File: src/verilog/rtc_pkg.sv
package rtc_pkg;

   localparam logic [11:0] ADDR_CTRL_FIRST = 12'hFA0;
   localparam logic [11:0] ADDR_STATUS = 12'hFA4;
   localparam logic [11:0] ADDR_CORR = 12'hFA8;
   localparam logic [11:0] ADDR_AUX = 12'hFAC;
   localparam logic [11:0] ADDR_CAP_A = 12'hFB0;
   localparam logic [11:0] ADDR_CAP_B = 12'hFB4;
   localparam logic [11:0] ADDR_TIME = 12'hFB8;
   localparam logic [11:0] ADDR_DATE = 12'hFBC;
   localparam logic [11:0] ADDR_WEEK = 12'hFC0;

   localparam int CTRL_RUN_BIT = 7;
   localparam int CTRL_MEASURE_BIT = 6;
   localparam int CTRL_SRC_LSB = 1;
   localparam int CTRL_HOLD_BIT = 0;
   localparam logic [7:0] CTRL_RESET = 8'h00;

   localparam int AUX_RUN_B_BIT = 0;
   localparam int AUX_MEASURE_B_BIT = 1;
   localparam int AUX_PULSE_EN_BIT = 2;
   localparam int AUX_REF_INT_BIT = 3;
   localparam int AUX_CAP_A_BIT = 4;
   localparam int AUX_CAP_B_BIT = 5;
   localparam int AUX_CLEAR_BIT = 6;

   localparam logic [19:0] CORR_RESET = 20'h07FFF;
   localparam logic [19:0] PRESCALE_INIT = 20'h00000;

   localparam int CLK_PERIOD_NS = 50;
   localparam int STALL_TIME_NS = 100000;
   localparam int STALL_CYCLES = STALL_TIME_NS / CLK_PERIOD_NS;

   typedef enum logic [2:0] {
      SRC_STOP = 3'b000,
      SRC_LOW = 3'b001,
      SRC_HIGH = 3'b010,
      SRC_HIGH_DIV2 = 3'b011,
      SRC_HIGH_DIV4 = 3'b100,
      SRC_HIGH_DIV8 = 3'b101,
      SRC_HIGH_DIV16 = 3'b110,
      SRC_RESERVED = 3'b111
   } src_sel_t;

   typedef struct packed {
      logic [1:0] leap;
      logic [7:0] year;
      logic [7:0] month;
      logic [7:0] day;
      logic [2:0] weekday;
      logic [7:0] hour;
      logic [7:0] minute;
      logic [7:0] second;
   } cal_t;

   localparam cal_t CAL_INIT = '{leap: 2'h0, year: 8'h00, month: 8'h01,
      day: 8'h01, weekday: 3'h0, hour: 8'h00, minute: 8'h00,
      second: 8'h00};

   typedef struct packed {
      logic run_b;
      logic measure_b;
      logic pulse_en;
      logic ref_internal;
   } aux_ctrl_t;

   localparam aux_ctrl_t AUX_RESET = '{run_b: 1'b0, measure_b: 1'b0,
      pulse_en: 1'b0, ref_internal: 1'b0};

endpackage
File: src/verilog/calendar_clock_with_trim.sv
// The Wishbone interface to the registers was decided locally.
`timescale 1ns/1ps
`default_nettype none
module calendar_clock_with_trim (
   input wire logic clk_i,
   input wire logic rst_i,
   input wire logic wb_cyc_i,
   input wire logic wb_stb_i,
   input wire logic wb_we_i,
   input wire logic [11:0] wb_adr_i,
   input wire logic [3:0] wb_sel_i,
   input wire logic [31:0] wb_dat_i,
   output logic [31:0] wb_dat_o,
   output logic wb_ack_o,
   input wire logic low_freq_clk_i,
   input wire logic high_freq_clk_i,
   input wire logic reference_pulse_in_i,
   output logic seconds_pulse_out_o
);
   logic [7:0] ctrl;
   logic [7:0] next_ctrl;
   rtc_pkg::aux_ctrl_t aux;
   rtc_pkg::aux_ctrl_t next_aux;
   logic [19:0] corr;
   logic [19:0] next_corr;
   logic [31:0] corr_word;
   logic hold_ack;
   logic [31:0] next_dat;
   logic next_ack;
   logic req;
   logic wr;
   logic [2:0] sync_level;
   logic [2:0] sync_rise;
   logic low_rise;
   logic high_rise;
   logic ref_level;
   logic [3:0] div;
   logic [3:0] next_div;
   logic tick_a;
   logic src_valid;
   logic active_a;
   logic active_b;
   logic measure_a;
   logic window_a;
   logic window_b;
   logic clear_pre;
   logic sec_tick;
   logic cal_step;
   // prescalers keep their counts across reset; power-up value only
   logic [19:0] cnt_a = rtc_pkg::PRESCALE_INIT;
   logic [19:0] cnt_b = rtc_pkg::PRESCALE_INIT;
   logic [19:0] next_cnt_a;
   logic [19:0] next_cnt_b;
   logic [19:0] cap_a;
   logic [19:0] cap_b;
   logic [19:0] next_cap_a;
   logic [19:0] next_cap_b;
   logic pulse;
   logic next_pulse;
   logic [11:0] stall_cnt;
   logic [11:0] next_stall_cnt;
   logic low_stalled;
   rtc_pkg::cal_t cal;
   rtc_pkg::cal_t load_val;

   function automatic logic [31:0] merge(input logic [31:0] old,
                                         input logic [31:0] wd,
                                         input logic [3:0] sel);
      for (int i = 0; i < 4; i++) begin
         old[i*8 +: 8] = sel[i] ? wd[i*8 +: 8] : old[i*8 +: 8];
      end
      merge = old;
   endfunction

   pin_sync #(
      .WIDTH(3)
   ) u_sync (
      .clk_i(clk_i),
      .rst_i(rst_i),
      .pin_i({reference_pulse_in_i, high_freq_clk_i, low_freq_clk_i}),
      .level_o(sync_level),
      .rise_o(sync_rise)
   );

   assign low_rise = sync_rise[0];
   assign high_rise = sync_rise[1];
   assign ref_level = sync_level[2];

   // ---- bus slave: ack one cycle after the request, write at ack edge
   assign req = wb_cyc_i & wb_stb_i;
   assign next_ack = req & ~wb_ack_o;
   assign wr = req & wb_we_i & wb_ack_o;

   always_comb begin
      next_dat = 32'h0000_0000;
      if (wb_adr_i == rtc_pkg::ADDR_CTRL_FIRST) begin
         next_dat = {24'h00_0000, ctrl};
      end else if (wb_adr_i == rtc_pkg::ADDR_STATUS) begin
         next_dat = {26'h000_0000, aux.measure_b, measure_a, low_stalled,
                     active_b, active_a, hold_ack};
      end else if (wb_adr_i == rtc_pkg::ADDR_CORR) begin
         next_dat = {12'h000, corr};
      end else if (wb_adr_i == rtc_pkg::ADDR_AUX) begin
         next_dat = {28'h000_0000, aux.ref_internal, aux.pulse_en,
                     aux.measure_b, aux.run_b};
      end else if (wb_adr_i == rtc_pkg::ADDR_CAP_A) begin
         next_dat = {12'h000, cap_a};
      end else if (wb_adr_i == rtc_pkg::ADDR_CAP_B) begin
         next_dat = {12'h000, cap_b};
      end else if (wb_adr_i == rtc_pkg::ADDR_TIME) begin
         next_dat = {8'h00, cal.hour, cal.minute, cal.second};
      end else if (wb_adr_i == rtc_pkg::ADDR_DATE) begin
         next_dat = {8'h00, cal.year, cal.month, cal.day};
      end else if (wb_adr_i == rtc_pkg::ADDR_WEEK) begin
         next_dat = {26'h000_0000, cal.leap, 1'b0, cal.weekday};
      end
   end

   always_ff @(posedge clk_i) begin
      if (rst_i) begin
         wb_ack_o <= 1'b0;
         wb_dat_o <= 32'h0000_0000;
      end else begin
         wb_ack_o <= next_ack;
         if (next_ack) begin
            wb_dat_o <= next_dat;
         end
      end
   end

   // ---- control registers
   always_comb begin
      next_ctrl = ctrl;
      next_aux = aux;
      next_corr = corr;
      corr_word = merge({12'h000, corr}, wb_dat_i, wb_sel_i);
      if (wr && wb_sel_i[0] && wb_adr_i == rtc_pkg::ADDR_CTRL_FIRST) begin
         next_ctrl = wb_dat_i[7:0];
      end
      if (wr && wb_sel_i[0] && wb_adr_i == rtc_pkg::ADDR_AUX) begin
         next_aux.run_b = wb_dat_i[rtc_pkg::AUX_RUN_B_BIT];
         next_aux.measure_b = wb_dat_i[rtc_pkg::AUX_MEASURE_B_BIT];
         next_aux.pulse_en = wb_dat_i[rtc_pkg::AUX_PULSE_EN_BIT];
         next_aux.ref_internal = wb_dat_i[rtc_pkg::AUX_REF_INT_BIT];
      end
      if (wr && wb_adr_i == rtc_pkg::ADDR_CORR) begin
         next_corr = corr_word[19:0];
      end
   end

   always_ff @(posedge clk_i) begin
      if (rst_i) begin
         ctrl <= rtc_pkg::CTRL_RESET;
         aux <= rtc_pkg::AUX_RESET;
         corr <= rtc_pkg::CORR_RESET;
         hold_ack <= 1'b0;
      end else begin
         ctrl <= next_ctrl;
         aux <= next_aux;
         corr <= next_corr;
         hold_ack <= ctrl[rtc_pkg::CTRL_HOLD_BIT];
      end
   end

   // ---- source selection and high clock divider
   assign measure_a = ctrl[rtc_pkg::CTRL_MEASURE_BIT];
   assign next_div = high_rise ? div + 4'h1 : div;

   always_ff @(posedge clk_i) begin
      if (rst_i) begin
         div <= 4'h0;
      end else begin
         div <= next_div;
      end
   end

   always_comb begin
      tick_a = 1'b0;
      src_valid = 1'b1;
      case (rtc_pkg::src_sel_t'(ctrl[rtc_pkg::CTRL_SRC_LSB +: 3]))
         rtc_pkg::SRC_LOW: tick_a = low_rise;
         rtc_pkg::SRC_HIGH: tick_a = high_rise;
         rtc_pkg::SRC_HIGH_DIV2: tick_a = high_rise & div[0];
         rtc_pkg::SRC_HIGH_DIV4: tick_a = high_rise & (&div[1:0]);
         rtc_pkg::SRC_HIGH_DIV8: tick_a = high_rise & (&div[2:0]);
         rtc_pkg::SRC_HIGH_DIV16: tick_a = high_rise & (&div);
         default: src_valid = 1'b0;
      endcase
   end

   // reset freezes counts at once, before ctrl has cleared
   assign active_a = ctrl[rtc_pkg::CTRL_RUN_BIT] & src_valid & ~rst_i;
   assign active_b = aux.run_b & src_valid & ~rst_i;
   assign window_a = ref_level;
   // internal seconds pulse replaces the pin for the low clock trim
   assign window_b = aux.ref_internal ? pulse : ref_level;
   assign clear_pre = wr && wb_sel_i[0] && wb_adr_i == rtc_pkg::ADDR_AUX
                      && wb_dat_i[rtc_pkg::AUX_CLEAR_BIT];

   // ---- prescale counters
   always_comb begin
      next_cnt_a = cnt_a;
      next_cnt_b = cnt_b;
      sec_tick = 1'b0;
      if (clear_pre) begin
         next_cnt_a = rtc_pkg::PRESCALE_INIT;
         next_cnt_b = rtc_pkg::PRESCALE_INIT;
      end else begin
         if (active_a && tick_a) begin
            if (measure_a) begin
               if (window_a) begin
                  next_cnt_a = cnt_a + 20'h00001;
               end
            end else if (cnt_a == corr) begin
               next_cnt_a = rtc_pkg::PRESCALE_INIT;
               sec_tick = 1'b1;
            end else begin
               next_cnt_a = cnt_a + 20'h00001;
            end
         end
         if (active_b && low_rise && (!aux.measure_b || window_b)) begin
            next_cnt_b = cnt_b + 20'h00001;
         end
      end
   end

   always_ff @(posedge clk_i) begin
      cnt_a <= next_cnt_a;
      cnt_b <= next_cnt_b;
   end

   // ---- capture, seconds pulse, low clock watchdog
   assign cal_step = sec_tick & ~ctrl[rtc_pkg::CTRL_HOLD_BIT];

   always_comb begin
      next_cap_a = cap_a;
      next_cap_b = cap_b;
      if (wr && wb_sel_i[0] && wb_adr_i == rtc_pkg::ADDR_AUX) begin
         if (wb_dat_i[rtc_pkg::AUX_CAP_A_BIT]) begin
            next_cap_a = cnt_a;
         end
         if (wb_dat_i[rtc_pkg::AUX_CAP_B_BIT]) begin
            next_cap_b = cnt_b;
         end
      end
      // high for the first half of each second
      next_pulse = pulse;
      if (!aux.pulse_en) begin
         next_pulse = 1'b0;
      end else if (sec_tick) begin
         next_pulse = 1'b1;
      end else if (active_a && tick_a && cnt_a == {1'b0, corr[19:1]}) begin
         next_pulse = 1'b0;
      end
      // counts clk cycles since the last low clock edge
      if (low_rise) begin
         next_stall_cnt = 12'h000;
      end else if (low_stalled) begin
         next_stall_cnt = stall_cnt;
      end else begin
         next_stall_cnt = stall_cnt + 12'h001;
      end
   end

   assign low_stalled = (stall_cnt == 12'(rtc_pkg::STALL_CYCLES));

   always_ff @(posedge clk_i) begin
      if (rst_i) begin
         cap_a <= rtc_pkg::PRESCALE_INIT;
         cap_b <= rtc_pkg::PRESCALE_INIT;
         pulse <= 1'b0;
         stall_cnt <= 12'h000;
      end else begin
         cap_a <= next_cap_a;
         cap_b <= next_cap_b;
         pulse <= next_pulse;
         stall_cnt <= next_stall_cnt;
      end
   end

   assign seconds_pulse_out_o = pulse;

   // ---- calendar
   always_comb begin
      load_val = rtc_pkg::CAL_INIT;
      load_val.hour = wb_dat_i[23:16];
      load_val.minute = wb_dat_i[15:8];
      load_val.second = wb_dat_i[7:0];
      if (wb_adr_i == rtc_pkg::ADDR_DATE) begin
         load_val.year = wb_dat_i[23:16];
         load_val.month = wb_dat_i[15:8];
         load_val.day = wb_dat_i[7:0];
      end
      load_val.leap = wb_dat_i[5:4];
      load_val.weekday = wb_dat_i[2:0];
   end

   calendar_counter u_cal (
      .clk_i(clk_i),
      .sec_tick_i(cal_step),
      .load_time_i(wr && hold_ack && wb_adr_i == rtc_pkg::ADDR_TIME),
      .load_date_i(wr && hold_ack && wb_adr_i == rtc_pkg::ADDR_DATE),
      .load_week_i(wr && hold_ack && wb_adr_i == rtc_pkg::ADDR_WEEK),
      .load_val_i(load_val),
      .cal_o(cal)
   );
endmodule
`default_nettype wire

File: src/verilog/calendar_counter.sv
`timescale 1ns/1ps
`default_nettype none
module calendar_counter (
   input wire logic clk_i,
   input wire logic sec_tick_i,
   input wire logic load_time_i,
   input wire logic load_date_i,
   input wire logic load_week_i,
   input wire rtc_pkg::cal_t load_val_i,
   output rtc_pkg::cal_t cal_o
);
   // power-up value only; no reset so the calendar survives every reset
   rtc_pkg::cal_t cal = rtc_pkg::CAL_INIT;
   rtc_pkg::cal_t next_cal;

   function automatic logic [7:0] bcd_inc(input logic [7:0] v);
      if (v[3:0] == 4'h9) begin
         bcd_inc = {v[7:4] + 4'h1, 4'h0};
      end else begin
         bcd_inc = {v[7:4], v[3:0] + 4'h1};
      end
   endfunction

   function automatic logic [7:0] month_days(input logic [7:0] m,
                                             input logic [1:0] lp);
      if (m == 8'h02) begin
         month_days = (lp == 2'h0) ? 8'h29 : 8'h28;
      end else if (m == 8'h04 || m == 8'h06 || m == 8'h09 || m == 8'h11) begin
         month_days = 8'h30;
      end else begin
         month_days = 8'h31;
      end
   endfunction

   always_comb begin
      next_cal = cal;
      if (sec_tick_i) begin
         next_cal.second = bcd_inc(cal.second);
         if (cal.second == 8'h59) begin
            next_cal.second = 8'h00;
            next_cal.minute = bcd_inc(cal.minute);
            if (cal.minute == 8'h59) begin
               next_cal.minute = 8'h00;
               next_cal.hour = bcd_inc(cal.hour);
               if (cal.hour == 8'h23) begin
                  next_cal.hour = 8'h00;
                  next_cal.weekday = (cal.weekday == 3'h6) ? 3'h0
                                     : cal.weekday + 3'h1;
                  next_cal.day = bcd_inc(cal.day);
                  if (cal.day == month_days(cal.month, cal.leap)) begin
                     next_cal.day = 8'h01;
                     next_cal.month = bcd_inc(cal.month);
                     if (cal.month == 8'h12) begin
                        next_cal.month = 8'h01;
                        next_cal.year = (cal.year == 8'h99) ? 8'h00
                                        : bcd_inc(cal.year);
                        next_cal.leap = cal.leap + 2'h1;
                     end
                  end
               end
            end
         end
      end
      // software load wins over a tick in the same cycle
      if (load_time_i) begin
         next_cal.hour = load_val_i.hour;
         next_cal.minute = load_val_i.minute;
         next_cal.second = load_val_i.second;
      end
      if (load_date_i) begin
         next_cal.year = load_val_i.year;
         next_cal.month = load_val_i.month;
         next_cal.day = load_val_i.day;
      end
      if (load_week_i) begin
         next_cal.weekday = load_val_i.weekday;
         next_cal.leap = load_val_i.leap;
      end
   end

   always_ff @(posedge clk_i) begin
      cal <= next_cal;
   end

   assign cal_o = cal;
endmodule
`default_nettype wire

File: src/verilog/pin_sync.sv
`timescale 1ns/1ps
`default_nettype none
module pin_sync #(
   parameter int WIDTH = 1
) (
   input wire logic clk_i,
   input wire logic rst_i,
   input wire logic [WIDTH-1:0] pin_i,
   output logic [WIDTH-1:0] level_o,
   output logic [WIDTH-1:0] rise_o
);
   logic [WIDTH-1:0] s1;
   logic [WIDTH-1:0] s2;
   logic [WIDTH-1:0] s3;
   logic [WIDTH-1:0] next_level;
   logic [WIDTH-1:0] next_rise;

   always_comb begin
      next_level = level_o;
      next_rise = '0;
      for (int i = 0; i < WIDTH; i++) begin
         // a change counts only once the last two stages agree
         if (s2[i] == s3[i]) begin
            next_level[i] = s3[i];
            next_rise[i] = s3[i] & ~level_o[i];
         end
      end
   end

   always_ff @(posedge clk_i) begin
      s1 <= pin_i;
      s2 <= s1;
      s3 <= s2;
      if (rst_i) begin
         level_o <= '0;
         rise_o <= '0;
      end else begin
         level_o <= next_level;
         rise_o <= next_rise;
      end
   end
endmodule
`default_nettype wire

File: config.mk
export PLATFORM = sky130hd
export DESIGN_NAME = calendar_clock_with_trim
export DESIGN_NICKNAME = d
export VERILOG_FILES = /design/src/verilog/rtc_pkg.sv /design/src/verilog/calendar_clock_with_trim.sv /design/src/verilog/calendar_counter.sv /design/src/verilog/pin_sync.sv
export SDC_FILE = /design/constraint.sdc
export NUM_CORES = 1
export LEC_CHECK = 0
export BUFFER_PORTS_ARGS = -buffer_cell sky130_fd_sc_hd__buf_2
export CAP_MARGIN = 20
export CORE_MARGIN = 5
export CORE_UTILIZATION = 65
export DETAILED_ROUTE_END_ITERATION = 8
export PLACE_DENSITY = 0.85
export SYNTH_ARGS = -nofsm -noshare
export SYNTH_HDL_FRONTEND = slang
export SYNTH_SLANG_ARGS = --single-unit
File: constraint.sdc
create_clock -name clk_i -period 7.3 [get_ports clk_i]
set_input_delay 0.73 -clock clk_i [delete_from_list [all_inputs] [get_ports clk_i]]
set_output_delay 0.73 -clock clk_i [all_outputs]
set_load 0.1 [all_outputs]
* Word level (Yosys, flattened, before mapping)
Cells that the tools add are included.
W data, S select, Z words.
** Word-level totals
- Register bits :: 230
- Input port bits :: 56
- Output and inout port bits :: 34
** Cells by class
- Add/subtract/negate cells :: 18
- Eq/ne operators :: 40
- Muxes and demuxes :: 47
- Bitwise logic cells :: 23
- Reduce and logical (&&, ||, !) cells :: 68
** Operators with widths (count)
- $mux W24 :: 11
- $eq A12 B12 Y1 const B :: 9
- $mux W53 :: 2
- $mux W8 :: 12
- $mux W20 :: 3
- $add A4 B1 Y4 const B :: 13
- $mux W45 :: 1
- $add A20 B1 Y20 const B :: 2
- $mux W37 :: 1
- $reduce_bool A2 Y1 :: 16
- $mux W26 :: 1
- $eq A4 B4 Y1 const B :: 6
- $eq A20 B19 Y1 :: 1
- $eq A20 B20 Y1 :: 1
- $mux W18 :: 1
- $reduce_and A2 Y1 :: 9
- $reduce_and A6 Y1 :: 3
- $reduce_bool A3 Y1 :: 6
- $eq A8 B3 Y1 const B :: 2
- $eq A8 B5 Y1 const B :: 2
- $eq A8 B7 Y1 const B :: 2
- $reduce_and A4 Y1 :: 4
- $and A1 B1 Y1 :: 15
- $logic_and A1 B1 Y1 :: 13
- 28 further kinds :: 60

* Logic depth before layout (Yosys ltp)
- Depth after elaboration :: 17
- Mapped depth :: 10
- Depth with buffers taken out :: 8

* By module
From an unflattened synthesis, not the netlist that was laid out.
** Unflattened totals
- Cells, all modules :: 1306
- Area, all modules :: 12117.9 µm²
** Modules (own cells, without submodules)
- calendar_clock_with_trim :: instances 1, cells each 934, area each 8200.4 µm², sequential area each 3103.0 µm²
- calendar_counter :: instances 1, cells each 345, area each 3538.4 µm², sequential area each 1591.5 µm²
- pin_sync :: instances 1, cells each 27, area each 379.1 µm², sequential area each 300.3 µm²

* Least setup slack after synthesis
Ideal clock, no wire load.
- Path type :: reg2reg
- Start :: register, netlist name u_cal.cal_o[39]
- End :: register, netlist name u_cal.cal_o[39]
- Data arrival time :: 2.618 ns
- Data required time :: 6.937 ns
- Setup slack :: 4.319 ns
- Stages on the path, launching flop included :: 10
- Path buffers :: 1
- Period minus slack after synthesis :: 2.981 ns
- Cells stage by stage :: edfxtp_1 > inv_1 > ha_1 > and2b_1 > a311o_1 > or3_4 > a2111oi_4 > buf_6 > inv_1 > o41ai_2
** On the way
- Cells in the longest elaborated chain, start to end :: 13
- Elaborated cells between the ends (all ways) :: 19
- Those cells by class :: 7 x eq/ne; 6 x mux; 6 x reduce/logical
** RTL lines
- $eq A8 B3 Y1 :: line calendar_counter.sv:28 : end else if (m == 8'h04 || m == 8'h06 || m == 8'h09 || m == 8'h11) begin
- $logic_or A1 B1 Y1 (3 in a row) :: line calendar_counter.sv:28
- $mux W1 :: line calendar_counter.sv:28
- $mux W8 :: line calendar_counter.sv:26 : if (m == 8'h02) begin
- $mux W8 :: line calendar_counter.sv:45 : if (cal.hour == 8'h23) begin
- $mux W8 :: line calendar_counter.sv:42 : if (cal.minute == 8'h59) begin
- $mux W8 :: line calendar_counter.sv:39 : if (cal.second == 8'h59) begin
- $mux W8 :: line calendar_counter.sv:37 : if (sec_tick_i) begin
- $eq A8 B8 Y1 :: line calendar_counter.sv:50 : if (cal.day == month_days(cal.month, cal.leap)) begin
- $reduce_bool A2 Y1 (no line)
- $reduce_and A6 Y1 (no line) (*)
Every way passes the cells marked *; elsewhere a longest branch is shown, timed or not. The select of a mux whose other input is x is not followed.
A chain may end at the register's enable or synchronous reset.

* Worst setup path in the final report
- Start :: register, netlist name u_cal.cal_o[39]
- End :: register, netlist name u_cal.cal_o[47]
** On the way
- Cells in the longest elaborated chain, start to end :: 13
- Elaborated cells between the ends (all ways) :: 19
- Those cells by class :: 7 x eq/ne; 6 x mux; 6 x reduce/logical
** RTL lines (line)
- $eq A8 B3 Y1 :: calendar_counter.sv:28
- $logic_or A1 B1 Y1 (3 in a row) :: calendar_counter.sv:28
- $mux W1 :: calendar_counter.sv:28
- $mux W8 :: calendar_counter.sv:26
- $mux W8 :: calendar_counter.sv:45
- $mux W8 :: calendar_counter.sv:42
- $mux W8 :: calendar_counter.sv:39
- $mux W8 :: calendar_counter.sv:37
- $eq A8 B8 Y1 :: calendar_counter.sv:50
- $reduce_bool A2 Y1 (no line)
- $reduce_and A7 Y1 (no line) (*)
Marked as above.

==> out/qor.yml <==
yosysSeqAreaShare: 0.4267
vias_per_cell: 6.301
clkSinkCount: 222
placed_area_um2: 11980
worstMarginPinSlew_ns: 1.068
critPathBufInv: 1
grt_start_max_net_pins: 75
fin_skew_ns: 0.01459
synth_top_area_share: 0.2902
fin_crit_ns: 3.882
grt-ovfl-total: 0
clkLatencyLatePin_ns: 0.51
utilization: 0.7133
area_growth_pct: 9.166
cts_tree: "done"
num-fill-cells: 1386
multi_input_area_um2: 6148
chipWidth_um: 143.9
rsz0062_at_grt: "false"
fmax_ghz: 0.2576
power.density_nw_per_um2: 200.5
synthTopCellsByArea: "dfxtp_1 (29%), edfxtp_1 (14%), nand2_1 (6.5%), xnor2_1 (4.5%), nor2_1 (4.1%)"
endpoint_kind: "flop"
crit_arrival_ns: 4.03
critPathMaxFanout: 11
num_vias: 10081
drive_gt1_frac: 0.1080
status: "finished, final reports clean"
drc: 0
final_common_cell: "nand2_1"
register_area_um2: 4975
wl_per_cell_um: 19.78
hold_viol: 0
grt_first_pass_wirelength_mm: 49.88
ys_ff_latch: 222
drt-initial-drc-count: 1106
syn-cell-area_um2: 11660
cts_resized: 0
crit_chain: "inv_1 -> ha_1 -> or3b_1 -> o22a_1 -> or3_4 -> a2111oi_4 -> nand2_1 -> o21ai_0"
yosysUniqueCellTypes: 76
wl_mm: 31.65
die_h_um: 143.9
antenna_found_initial: 0
critPathTopFamily: "compound AO/OA/AOI/OAI gates"
design_area_um2: 12730
synth_cells: 1339
start_util: 0.6534
cts_setup_buffers: 0
final.setup.tns_ns: 0
final_net_count: 1441
clockBufferDepth: 3
critPathRequiredTime_ns: 7.45
fin_ws_ns: 3.418
synth.largest_area_cell: "dfxtp_1"
ys.warnings.count: 0
critPathSlowestCell: "a2111oi_4"
root_buffer: "clkbuf_16"
row_count: 49
die-area_um2: 20710
setup_violations: 0
diodes: 0
final_cell_mix: "nand2_1 (201), dfxtp_1 (169), nor2_1 (128), a21oi_1 (85), buf_2 (71)"
cap_violations: 0
vdd_drop_max_v: 0.0002409
pin_count: 90
ys_async_sr_fraction: 0
grt.total_usage: 0.2999
holdBufCountCts: 0
crit_path_start_kind: "flop"
drtAntennaViolNets: 0
slew_headroom: 0.2826
cts.htree.levels: 1
first_pass_iters: 6
dp_hpwl_mm: 22.41
clkSlewWorstSetupHoldPaths_ns: 0.06
gp_congestion: 0.9518
slew_violations: 0
grt_pass1_vias: 9511
synth_ff_type: "dfxtp_1"
post-place-ws_ns: 3.384
p_leak_nw: 4.732
crit_type: "reg -> reg"
synth_edf_count: 53
hp-class: "reg -> reg"
core-area_um2: 17840
portBuffers: 72
numCtsBuffers: 24
slowest_delay_ns: 0.83
avgSynthCellArea_um2: 8.706
final.period_utilization: 0.5317
==> area by class of cell <==
type,instances,share of cell area
Timing Repair Buffer,79,0.03264
Multi-Input combinational cell,989,0.4831
Tap cell,229,0.02251
Sequential cell,222,0.3909
Inverter,40,0.01180
Clock buffer,37,0.05742
Clock inverter,4,0.001573
==> synth_stat cells (16+ instances only) <==
| cell type | instances |
|---|---|
| nand2_1 | 201 |
| dfxtp_1 | 169 |
| nor2_1 | 128 |
| a21oi_1 | 85 |
| clkbuf_1 | 73 |
| xnor2_1 | 60 |
| edfxtp_1 | 53 |
| nand3_1 | 49 |
| o21ai_0 | 48 |
| xor2_1 | 48 |
| mux2i_1 | 43 |
| inv_1 | 40 |
| ha_1 | 29 |
| nor3_1 | 21 |
| and3_1 | 19 |
| nor4_1 | 17 |
| o211ai_1 | 16 |
==> worst reg2reg max path: stages (launching register included) <==
cell and delay (ns):
edfxtp_1 0.45, inv_1 0.12, ha_1 0.18, or3b_1 0.36, o22a_1 0.27, or3_4 0.36
a2111oi_4 0.83, nand2_1 0.33, o21ai_0 0.61
==> metal layers <==
layer,part of all wire,GRT usage,vias to the layer above
li1,-,-,4719
met1,0.39,0.3978,4753
met2,0.48,0.4958,524
met3,0.097,0.04692,85
met4,0.038,0.1125,0
met5,0,0,-
==> registers in the layout, summed over array words and instances (netlist names) <==
| name | flops |
|---|---|
| u_cal.cal_o | 53 |
| stall_cnt | 12 |
| cap_a | 20 |
| ctrl | 8 |
| u_sync.s2 | 3 |
| u_sync.s3 | 3 |
| hold_ack | 1 |
| cap_b | 20 |
| u_sync.level_o | 3 |
| div | 4 |
| cnt_b | 20 |
| u_sync.s1 | 3 |
| corr | 20 |
| u_sync.rise_o | 2 |
| wb_dat_o | 24 |
| wb_ack_o | 1 |
| seconds_pulse_out_o | 1 |
| aux | 4 |
| cnt_a | 20 |
==> path summary, 6_finish.rpt <==
check	from	cells after the start	slack, ns	endpoint
max	u_cal.cal_o[39]$_DFFE_PP_	8	3.42	u_cal.cal_o[47]$_DFFE_PP_
min	u_sync.s1[0]$_DFF_P_	0	0.32	u_sync.s2[0]$_DFF_P_
max reg2reg	u_cal.cal_o[39]$_DFFE_PP_	8	3.42	u_cal.cal_o[47]$_DFFE_PP_
min reg2reg	u_sync.s1[0]$_DFF_P_	0	0.32	u_sync.s2[0]$_DFF_P_
==> kinds of logic (layout without fill, tap and decap cells) <==
family / after synthesis / in the layout / synth area share
compound gates: 251 / 251 / 0.1410
xor+xnor: 108 / 108 / 0.08114
fa+ha+maj: 29 / 29 / 0.03113
buf+inv: 135 / 160 / 0.04894
flops: 222 / 222 / 0.4267
mux: 52 / 52 / 0.04658
other cells: 1 / 8 / 0.0003217
simple gates: 541 / 541 / 0.2241
==> report_power, final <==
group,internal (mW),total [mW],switching (mW)
logic,0.0287,0.117,0.0881
registers,1.26,1.27,0.00672
clock network,0.683,1.17,0.486
total,1.97,2.55,0.581
==> metrics by stage <==
stage	total power [mW]	hold slack, ns	std cells
after floorplan	1.372	0.3096	1346
after global placement	1.405	0.3133	1559
after detailed placement	1.406	0.3132	1559
after CTS	2.550	0.3096	1600
after global routing	2.619	0.3144	1600
final	2.552	0.3244	1600
No activity file was read; power rests on OpenSTA's default activity.
